## config.mk

```make
export PLATFORM = sky130hd
export DESIGN_NAME = tssu_clock_startup
export DESIGN_NICKNAME = d
export VERILOG_FILES = /design/src/tssu_pkg.sv /design/src/tssu_clock_startup.sv /design/src/tssu_sync.sv
export SDC_FILE = /design/constraint.sdc
export NUM_CORES = 1
export LEC_CHECK = 0
export BUFFER_PORTS_ARGS = -buffer_cell sky130_fd_sc_hd__buf_2
export CAP_MARGIN = 10
export CORE_MARGIN = 2
export CORE_UTILIZATION = 30
export CTS_BUF_LIST = sky130_fd_sc_hd__clkbuf_8
export DETAILED_ROUTE_END_ITERATION = 10
export HOLD_SLACK_MARGIN = 0.08
export MAX_ROUTING_LAYER = met4
export SLEW_MARGIN = 10
export SYNTH_ARGS = -nofsm -noshare
export SYNTH_HDL_FRONTEND = slang
export SYNTH_SLANG_ARGS = --single-unit
```

## constraint.sdc

```tcl
create_clock -name sys_clk -period 2.66 [get_ports sys_clk]
set_clock_uncertainty 0.05 [all_clocks]
set_input_delay 0.532 -clock sys_clk [delete_from_list [all_inputs] [get_ports sys_clk]]
set_output_delay 0.532 -clock sys_clk [all_outputs]
set_load 0.005 [all_outputs]
```

## src/tssu_pkg.sv

```systemverilog
// Constants for the two-speed start-up clock switcher.
// Assumes oscillator pins are sampled on sys_clk by the block itself.
package tssu_pkg;
  localparam int unsigned TSSU_STARTUP_CYCLES = 1024;
  localparam int unsigned TSSU_CNT_W          = 11;
  localparam int unsigned TSSU_FREQ_W         = 4;
  localparam int unsigned TSSU_SRC_W          = 3;
  // Clock source codes; values are our own encoding of the configuration field
  localparam logic [2:0] TSSU_SRC_LOW_POWER  = 3'h0;
  localparam logic [2:0] TSSU_SRC_CRYSTAL    = 3'h1;
  localparam logic [2:0] TSSU_SRC_HIGH_SPEED = 3'h2;
  localparam logic [2:0] TSSU_SRC_EXTC = 3'h3;
  localparam logic [2:0] TSSU_SRC_INT  = 3'h4;
  localparam logic [3:0] TSSU_FREQ_RST = 4'h0;

  typedef enum logic [2:0] {
    TSSU_ST_COUNT,
    TSSU_ST_WAIT_INT_FALL,
    TSSU_ST_HOLD_LOW,
    TSSU_ST_EXT_RUN,
    TSSU_ST_INT_ONLY
  } tssu_state_type;
endpackage

```

## src/tssu_clock_startup.sv

```systemverilog
// Two-speed start-up sequencer: runs the core from the internal oscillator
// until the external source is proven, then hands the system clock over.
// Assumes both oscillators arrive as pins, far slower than sys_clk.
//
// Operation
// Restart sequence on reset release or wake.
// Start on internal clock at selected frequency.
// Count 1024 external cycles before switching.
// After timeout, await internal falling edge, set flag.
// Hold clock low until external falling edge; the code skips the hold for TSSU_SRC_EXTC.
// Then switch system clock to external source.
// Flag shows external versus internal source.
// Flag clear while the start-up timer runs.
`timescale 1ns/1ns
module tssu_clock_startup
  import tssu_pkg::*;
#(
  parameter int unsigned STARTUP_CYCLES = TSSU_STARTUP_CYCLES
) (
  // Clock and reset
  input  wire logic                   sys_clk,
  input  wire logic                   rstn,
  // Wake from sleep, one-cycle pulse on sys_clk
  input  wire logic                   sleep_wake,
  // Oscillator pins
  input  wire logic                   int_osc_in,
  input  wire logic                   ext_osc_in,
  // Configuration
  input  wire logic [TSSU_FREQ_W-1:0] internal_freq_select,
  input  wire logic [TSSU_SRC_W-1:0]  config_clock_source_select,
  // Status and clock control
  output logic                        startup_complete_flag,
  output logic                        clk_sel_ext,
  output logic                        clk_hold_low,
  output logic                        startup_cycle_timer_run,
  output logic [TSSU_FREQ_W-1:0]      core_freq_select
);
  logic [1:0]            pins_sync;
  logic                  int_sync;
  logic                  ext_sync;
  logic                  int_prev_q;
  logic                  int_prev_d;
  logic                  ext_prev_q;
  logic                  ext_prev_d;
  logic                  int_fall;
  logic                  ext_fall;
  logic                  ext_rise;
  logic                  crystal_mode_sel;
  tssu_state_type        state_q;
  tssu_state_type        state_d;
  logic [TSSU_CNT_W-1:0] cnt_q;
  logic [TSSU_CNT_W-1:0] cnt_d;
  logic                  flag_q;
  logic                  flag_d;
  logic                  sel_ext_q;
  logic                  sel_ext_d;
  logic                  hold_q;
  logic                  hold_d;
  logic                  run_q;
  logic                  run_d;
  logic [TSSU_FREQ_W-1:0] freq_q;
  logic [TSSU_FREQ_W-1:0] freq_d;
  logic [TSSU_CNT_W-1:0] cnt_last;

  tssu_sync #(
    .WIDTH(2)
  ) u_pin_sync (
    .sys_clk  (sys_clk),
    .rstn     (rstn),
    .async_in ({ext_osc_in, int_osc_in}),
    .sync_out (pins_sync)
  );

  assign int_sync = pins_sync[0];
  assign ext_sync = pins_sync[1];
  assign int_fall = int_prev_q & ~int_sync;
  assign ext_fall = ext_prev_q & ~ext_sync;
  assign ext_rise = ~ext_prev_q & ext_sync;
  assign cnt_last = TSSU_CNT_W'(STARTUP_CYCLES - 1);
  // Only crystal-type sources need the hold-low gap
  assign crystal_mode_sel = (config_clock_source_select == TSSU_SRC_LOW_POWER) ||
                            (config_clock_source_select == TSSU_SRC_CRYSTAL) ||
                            (config_clock_source_select == TSSU_SRC_HIGH_SPEED);

  always_comb begin
    int_prev_d = int_sync;
    ext_prev_d = ext_sync;
    state_d    = state_q;
    cnt_d      = cnt_q;
    flag_d     = flag_q;
    sel_ext_d  = sel_ext_q;
    hold_d     = hold_q;
    run_d      = run_q;
    freq_d     = internal_freq_select;
    if (sleep_wake) begin
      // Wake restarts from the internal clock, same as reset
      state_d   = (config_clock_source_select == TSSU_SRC_INT) ? TSSU_ST_INT_ONLY : TSSU_ST_COUNT;
      cnt_d     = '0;
      flag_d    = 1'b0;
      sel_ext_d = 1'b0;
      hold_d    = 1'b0;
      run_d     = (config_clock_source_select != TSSU_SRC_INT);
    end else begin
      case (state_q)
        TSSU_ST_COUNT: begin
          if (config_clock_source_select == TSSU_SRC_INT) begin
            state_d = TSSU_ST_INT_ONLY;
            run_d   = 1'b0;
          end else if (ext_rise) begin
            if (cnt_q == cnt_last) begin
              state_d = TSSU_ST_WAIT_INT_FALL;
              run_d   = 1'b0;
            end else begin
              cnt_d = cnt_q + 1'b1;
            end
          end
        end
        TSSU_ST_WAIT_INT_FALL: begin
          if (int_fall) begin
            flag_d = 1'b1;
            if (crystal_mode_sel) begin
              state_d = TSSU_ST_HOLD_LOW;
              hold_d  = 1'b1;
            end else begin
              state_d   = TSSU_ST_EXT_RUN;
              sel_ext_d = 1'b1;
            end
          end
        end
        TSSU_ST_HOLD_LOW: begin
          if (ext_fall) begin
            state_d   = TSSU_ST_EXT_RUN;
            hold_d    = 1'b0;
            sel_ext_d = 1'b1;
          end
        end
        TSSU_ST_EXT_RUN: begin
          flag_d = 1'b1;
        end
        TSSU_ST_INT_ONLY: begin
          flag_d = 1'b0;
        end
        default: begin
          state_d = TSSU_ST_COUNT;
        end
      endcase
    end
  end

  // Reset release starts the sequence on the internal clock
  always_ff @(posedge sys_clk or negedge rstn) begin
    if (!rstn) begin
      int_prev_q <= 1'b0;
      ext_prev_q <= 1'b0;
      state_q    <= TSSU_ST_COUNT;
      cnt_q      <= '0;
      flag_q     <= 1'b0;
      sel_ext_q  <= 1'b0;
      hold_q     <= 1'b0;
      run_q      <= 1'b1;
      freq_q     <= TSSU_FREQ_RST;
    end else begin
      int_prev_q <= int_prev_d;
      ext_prev_q <= ext_prev_d;
      state_q    <= state_d;
      cnt_q      <= cnt_d;
      flag_q     <= flag_d;
      sel_ext_q  <= sel_ext_d;
      hold_q     <= hold_d;
      run_q      <= run_d;
      freq_q     <= freq_d;
    end
  end

  assign startup_complete_flag   = flag_q;
  assign clk_sel_ext             = sel_ext_q;
  assign clk_hold_low            = hold_q;
  assign startup_cycle_timer_run = run_q;
  assign core_freq_select        = freq_q;
endmodule

```

## src/tssu_sync.sv

```systemverilog
// Two-flop synchroniser for a bundle of pin levels.
// Assumes each bit is an independent level from another clock.
`timescale 1ns/1ns
module tssu_sync #(
  parameter int unsigned WIDTH = 2
) (
  // Clock and reset
  input  wire logic             sys_clk,
  input  wire logic             rstn,
  // Levels
  input  wire logic [WIDTH-1:0] async_in,
  output logic      [WIDTH-1:0] sync_out
);
  logic [WIDTH-1:0] meta_q;
  logic [WIDTH-1:0] meta_d;
  logic [WIDTH-1:0] sync_q;
  logic [WIDTH-1:0] sync_d;

  always_comb begin
    meta_d = async_in;
    sync_d = meta_q;
  end

  always_ff @(posedge sys_clk or negedge rstn) begin
    if (!rstn) begin
      meta_q <= '0;
      sync_q <= '0;
    end else begin
      meta_q <= meta_d;
      sync_q <= sync_d;
    end
  end

  assign sync_out = sync_q;
endmodule

```

# Yosys cells after proc, flatten, opt, wreduce, memory -nomap -nowiden
# Index checks and enable logic that the tools add are counted.
# W data, S select, Z words.
[classes] n_addsub=1 eq_ne=18 mux=32 bitwise=6 reduce_logical=17
[ops] cell="$mux W11" n=5
[ops] cell="$mux W3" n=7
[ops] cell="$mux W1" n=16
[ops] cell="$ne A3 B3 Y1 const B" n=5
[ops] cell="$pmux W3 S4" n=1
[ops] cell="$reduce_and A4 Y1" n=3
[ops] cell="$add A11 B1 Y11 const B" n=1
[ops] cell="$eq A11 B10 Y1 const B" n=1
[ops] cell="$eq A3 B2 Y1 const B" n=3
[ops] cell="$reduce_bool A3 Y1" n=3
[ops] cell="$ne A4 B4 Y1 const B" n=2
[ops] cell="$eq A3 B1 Y1 const B" n=2
[ops] cell="$eq A3 B3 Y1 const B" n=2
[ops] cell="$logic_not A3 Y1" n=2
[ops] cell="$reduce_and A5 Y1" n=1
[ops] cell="$ne A2 B2 Y1 const B" n=2
[ops] cell="$pmux W1 S2" n=2
[ops] cell="$reduce_bool A2 Y1" n=2
[ops] cell="$reduce_bool A4 Y1" n=1
[ops] cell="$and A1 B1 Y1" n=3
[ops] cell="$not A1 Y1" n=3
[ops] cell="$pmux W1 S3" n=1
[ops] cell="$reduce_and A3 Y1" n=1
[ops] cell="$logic_or A1 B1 Y1" n=2
[ops] cell="other kinds (3)" n=3
[word_totals] reg_bits=28 inputBits=12 out_inout_bits=8 wordCells=85

# Logic depth before layout (Yosys ltp)
# Gate-level depths: netlist (run 1).
[logic_depth] ltp_word=7 mapped_depth=6 depth_no_buf=5

# Modules after synthesis
# A second synthesis (run 1) with hierarchy kept.
[hier_totals] hier_cells=123 hier_area_um2=1325.0
[by_module_without_submodules] module="tssu_clock_startup" n_inst=1 cells_each=119 area_per_inst_um2=1224.9 seq_area_each_um2=601.8
[by_module_without_submodules] module="tssu_sync" n_inst=1 cells_each=4 area_per_inst_um2=100.1 seq_area_each_um2=100.1

# Worst setup path after synthesis (run 1)
# OpenSTA, ideal clock, no wires.
[synth_timing] path_type="register to register" startpoint="register state_q[2]" endpoint="register cnt_q[9]" setup_time_ps=128 arrival_time_ps=1795 t_required_ps=2482 slack_ps=687 stages_incl_launch_ff=5 n_path_buf=0 synth_period_minus_slack_ps=1973 cell_sequence="dfrtp_1 or3_4 or4_4 nor4_1 mux2_1"
[synth_via] elab_chain_cells=3
[synth_lines] element="start, declared" line_no="tssu_clock_startup.sv:49" text="tssu_state_type state_q;"
[synth_lines] element="start signal, assigned" line_no="tssu_clock_startup.sv:165" text="state_q <= state_d;"
[synth_lines] element="$logic_not A3 Y1" line_no="tssu_clock_startup.sv:104" text="case (state_q)"
[synth_lines] element="$reduce_bool A2 Y1 (no source line)"
[synth_lines] element="$reduce_and A4 Y1 (no source line)"
[synth_lines] element="end signal, assigned" line_no="tssu_clock_startup.sv:166" text="cnt_q <= cnt_d;"
[synth_lines] element="end, declared" line_no="tssu_clock_startup.sv:51" text="logic [TSSU_CNT_W-1:0] cnt_q;"
# Every way passes these cells.
# A chain may end at the register's enable or synchronous reset.

# Worst setup path after layout (run 1)
# Ends and elaborated chain as after synthesis.

==> reports/qor.yml, run 1 <==
outcome:
  run_status: "finished clean"
clocking:
  cts_hold_repair.buffers: 0
  clkLatencyLatePin_ps: 270
  cts_sinks: 28
  clkTransAtPathRegs_ps: 90
  cts_tree: "built"
  htreeDepth: 1
  clk_path_buf_depth: 2
  cts_root_buf: "clkbuf_8"
  cts-resized-gates: 0
  cts_made_buffers: 3
  cts_setup_buffers: 0
die:
  die_area_mm2: 0.004973
  placeableCoreArea_mm2: 0.004294
  die_w_um: 70.52
  chipHeight_um: 70.52
  rows: 24
  start_util_pct: 30.91
  pin_count: 20
layout:
  num-fill-cells: 439
  fin_area_mm2: 0.001530
  drive_above_1_share_pct: 19.73
  areaGrowthSynthToFinish_pct: 15.27
  nNetsFinal: 161
  fin_util_pct: 35.64
  diodes: 0
logic_synthesis:
  synth_warnings: 0
  syn_area_mm2: 0.001328
  synth.top_cells.by_area: "dfrtp_1 (51%), a21oi_1 (5.3%), nand2b_1 (2.8%)"
  seq_area_frac_synth_pct: 52.87
  syn_nets: 142
  postSynthCellCount: 129
  synth.largest_area_cell: "dfrtp_1"
  netlist.area_leader.share_pct: 50.90
  synth.distinct_cells: 38
  synth_most_common_cell: "dfrtp_1"
  ys_seq_elements: 28
  synth_top_flop_cell: "dfrtp_1"
  synth_edf_count: 0
  avgSynthCellArea_um2: 10.29
  synth-async-reset-ratio_pct: 100.0
  synth_common_cells: "dfrtp_1 (27), a21oi_1 (14), nor2_1 (8)"
global_route:
  first_global_vias: 1036
  antenna_found_initial: 0
  overflow: 0
  grt_max_degree: 29
  grt_pass1_wl_mm: 4.650
  grtUsageTotal_pct: 11.83
pwr:
  finalPower_mw: 0.8449
  leakage_nw: 0.6271
  p_per_area_mw_per_mm2: 552.2
  vdd_ir_drop_max_v: 0.0001901
route:
  met2_length_mm: 1.254
  ant_nets: 0
  met3RoutedLength_um: 86
  routed.top_layer: "met4"
  drc: 0
  wirelength_mm: 2.588
  drtIter0Drc: 39
  first_pass_iters: 4
  via_count: 1083
  post_drt_via_cell_ratio: 5.442
  wl_per_cell_um: 13.01
  m1WireLength_mm: 1.183
sta:
  grt_setup_unrepaired: "false"
  finalSetupViolCount: 0
  max_freq_ghz: 0.4460
  fin_hold_ws_ps: 207.0
  fin_crit_sh_pct: 84.29
  max_slew.worst_pin.slew_ps: 604.0
  period_minus_slack_ps: 2242
  finalSetupTns_ps: 0
  drv_slew: 0
  max-slew-margin-rel_pct: 59.73
  finalHoldViolations: 0
critical_path:
  startpoint_type: "flip-flop"
  critPathRequiredTime_ps: 2770
  worstSetupPathType: "reg2reg"
  end_kind: "flip-flop"
  cp_max_fo: 11
  crit_arrival_ps: 2350
placement:
  place.detailed.hpwl_mm: 1.854
  placedInstanceArea_mm2: 0.001475
  gp_congestion: 0.7990
  numPortBuffers: 19
flow_run:
  drv_cap: 0
min_path:
  min_path_type: "in2async"
critical path, stage by stage (launching register included):
cell and delay (ps):
dfrtp_1 500, or3_4 430, or4_4 540, nor4_1 240, mux2_1 360
cell usage in the layout, fill, tap and decap left out, drive strengths merged, types with 2 or more instances in the layout:
master	n
nor4	3
o31ai	4
nor4b	2
o21ai	5
nor2	8
or3	4
nand2b	6
a21oi	14
buf	21
or4bb	2
nor3	7
o22ai	2
nand3	3
inv	4
or3b	2
nor2b	4
nand2	3
or4	5
a221oi	2
dfrtp	27
nand3b	2
mux2	3
clkbuf	4
logic make-up (layout without fill, tap and decap cells):
kind of cell               count (synthesis)  count (layout)  synth area share, %
AOI/OAI and AO/OA                         30              30                13.76
DFF                                       28              28                52.88
adders and majority gates                  1               1               0.9424
muxes                                      3               3                2.545
buffers and inverters                     11              29                3.204
and+or+nand+nor                           56              56                26.67
metal layers:
metal	track usage, %	vias up
met5	-	-
met4	6.410	0
met3	1.587	4
met2	18.97	22
met1	14.40	537
li1	-	520
metrics by stage:
step | setup WS, ps | std cells
2_1_floorplan | 687.1 | 129
3_3_place_gp | 494.5 | 195
3_5_place_dp | 444.3 | 195
4_1_cts | 432.1 | 199
5_1_grt | 363.1 | 199
6_report | 417.8 | 199
path summary, 6_finish.rpt:
kind                                      start                endpoint  slack, ps  depth (start not counted)
min in group sys_clk       u_pin_sync.meta_q[1]  u_pin_sync.sync_out[1]        300                          0
max in group asynchronous                  rstn                cnt_q[2]       1950                          1
min                                        rstn                cnt_q[9]        210                          1
max                                  state_q[2]                cnt_q[9]        420                          4
max reg2reg                          state_q[2]                cnt_q[9]        420                          4
min reg2reg                u_pin_sync.meta_q[1]  u_pin_sync.sync_out[1]        300                          0
sequential cells by signal, summed over array words and instances (netlist names), 2 cells and up:
signal / flops
u_pin_sync.meta_q: 2
core_freq_select: 4
cnt_q: 11
state_q: 3
u_pin_sync.sync_out: 2
cell type report:
cell class,instances,area (um2),share of cell area [%]
Timing Repair Buffer,21,110.1,7.195
Clock buffer,4,55.05,3.598
Sequential cell,28,701.9,45.87
Inverter,4,15.01,0.9812
Tap cell,52,65.06,4.252
Multi-Input combinational cell,90,583.1,38.10
power breakdown:
part	switching, mW	internal (mW)	total [mW]
sequential	0.0289	0.447	0.476
clock	0.127	0.132	0.260
combinational	0.0582	0.0514	0.110
Power figures use the tool's default switching activity.
==> run 2: changes to the inputs <==
Clock period 2.66 ns to 1.9 ns, I/O delays scaled along.
==> run 2 against run 1 <==
The run now ends with setup timing left. Die area is the same. Sequential cell count is the same. Setup slack lost 530 ps. Register-to-register slack lost 530 ps. Combinational power grew 100%. Wire length grew 7.5%. Critical path type unchanged.
==> reports/qor.yml, run 2 (same netlist as run 1, synthesis figures left out) <==
global_route:
  grt_pass1_wl_mm: 4.926
  antenna_found_initial: 0
  overflow: 0
  grt_max_degree: 29
  grtUsageTotal_pct: 12.93
  first_global_vias: 1049
clocking:
  clkTransAtPathRegs_ps: 90
  clk_path_buf_depth: 2
  cts_tree: "built"
  cts_sinks: 28
  cts_made_buffers: 3
  clkLatencyLatePin_ps: 280
  cts_root_buf: "clkbuf_8"
  cts_hold_repair.buffers: 0
  htreeDepth: 1
critical_path:
  worst-r2r-cell-count: 4
  critPathRequiredTime_ps: 2060
  crit_top_cell: "or4_4"
  crit_arrival_ps: 2170
  worstSetupPathType: "reg2reg"
  cpPeakStageDelay_ps: 570
  startpoint_type: "flip-flop"
  end_kind: "flip-flop"
  cp_cell_sequence: "or3_4 > or4_4 > or4_4 > a21oi_2"
  cp_max_fo: 5
  reg2reg_from: "state_q[2]"
  critPathLaunch: "state_q[2]"
  r2r_end: "cnt_q[7]"
  cp_top_family: "simple AND/OR/NAND/NOR gates"
  cpMaxStageDelayCell: "or4_4"
  ff2ff_setup_slack_ps: -110
  critPathBufInv: 0
sta:
  finalSetupViolCount: 5
  max_freq_ghz: 0.4976
  finalHoldViolations: 0
  setup_ws_ps: -109.6
  grt_setup_unrepaired: "true"
  period_minus_slack_ps: 2010
  max_slew.worst_pin.slew_ps: 622.5
  fin_crit_sh_pct: 105.8
  max-slew-margin-rel_pct: 58.50
  drv_slew: 0
pwr:
  vdd_ir_drop_max_v: 0.0005333
  p_per_area_mw_per_mm2: 719.1
  leakage_nw: 0.6860
  finalPower_mw: 1.192
placement:
  dp_slack_ps: -88.25
  numPortBuffers: 19
  gp_congestion: 0.7244
  dp_cells: 203
  place.detailed.hpwl_mm: 1.932
layout:
  diodes: 0
  final_cells: 210
  largest_reg_flops: 11
  areaGrowthSynthToFinish_pct: 24.88
  mostFrequentLayoutCells: "dfrtp_1 (27), buf_2 (19), a21oi_1 (13), buf_4 (13), nor2_1 (8)"
  drive_above_1_share_pct: 30.38
  final_common_cell: "dfrtp_1"
  regMostFlops: "cnt_q"
  nNetsFinal: 172
route:
  wirelength_mm: 2.783
  first_pass_iters: 4
  drtIter0Drc: 36
  via_count: 1096
  wl_per_cell_um: 13.25
  drc: 0
  post_drt_via_cell_ratio: 5.219
  ant_nets: 0
die:
  rows: 24
  start_util_pct: 30.91
  die_area_mm2: 0.004973
  placeableCoreArea_mm2: 0.004294
  pin_count: 20
  die_w_um: 70.52
  chipHeight_um: 70.52
min_path:
  min_path_type: "in2async"
outcome:
  run_status: "finished with violations"
  violations: "setup timing"
flow_run:
  drv_cap: 0
==> run 2: layout make-up <==
type                    count  area, um2
clock inverters             1      3.754
fillers                   425       2636
well taps                  52      65.06
multi-input cells          90      638.1
flip-flops and latches     28      701.9
inverters                   4      15.01
clock buffers               3      41.29
repair buffers             32      192.7
==> run 2: routing by layer <==
metal / track usage (%) / vias up / wire length (um)
met4: 7.051 / 0 / 69
met3: 2.453 / 6 / 78
li1: - / 540 / -
met5: - / - / 0
met1: 17.37 / 524 / 1404
met2: 18.34 / 26 / 1230
==> run 2: stage by stage <==
step	hold WS (ps)	instance area, um2	setup TNS (ps)	utilization, %
3_3_place_gp	293.6	1541	-65.80	35.90
4_1_cts	83.01	1607	-231.0	37.41
5_1_grt	95.62	1658	-594.6	38.61
2_1_floorplan	34.41	1334	0	-
3_5_place_dp	290.4	1541	-172.6	35.90
6_report	54.63	1658	-314.7	38.61
==> run 2: worst max-delay path by stage <==
stage	end	slack (ps)	cells after the start
CTS	cnt_q[7]	-90	4
global route	cnt_q[7]	-160	4
finish	cnt_q[7]	-110	4
detailed placement	cnt_q[9]	-90	4
global placement	cnt_q[7]	-40	4
floorplan	cnt_q[7]	2	4
==> run 2: repair_timing <==
| action | in CTS | in global routing |
|---|---|---|
| pin swaps | 1 | 2 |
| setup buffers | 0 | 3 |
| setup endpoints to repair | 5 | 9 |
| resized for setup | 3 | 6 |
| endpoints found under the hold margin | 0 | 0 |
==> run 2: worst register-to-register path, delay by kind of cell, from the launching register on <==
family / cells / cell delay, ps
DFF: 1 / 390
and+or+nand+nor: 3 / 1390
AOI/OAI and AO/OA: 1 / 120
==> run 2: report_power, final <==
part / switching (mW) / total, mW / internal, mW
Clock: 0.185 / 0.330 / 0.145
Sequential: 0.0156 / 0.641 / 0.626
Combinational: 0.119 / 0.220 / 0.102
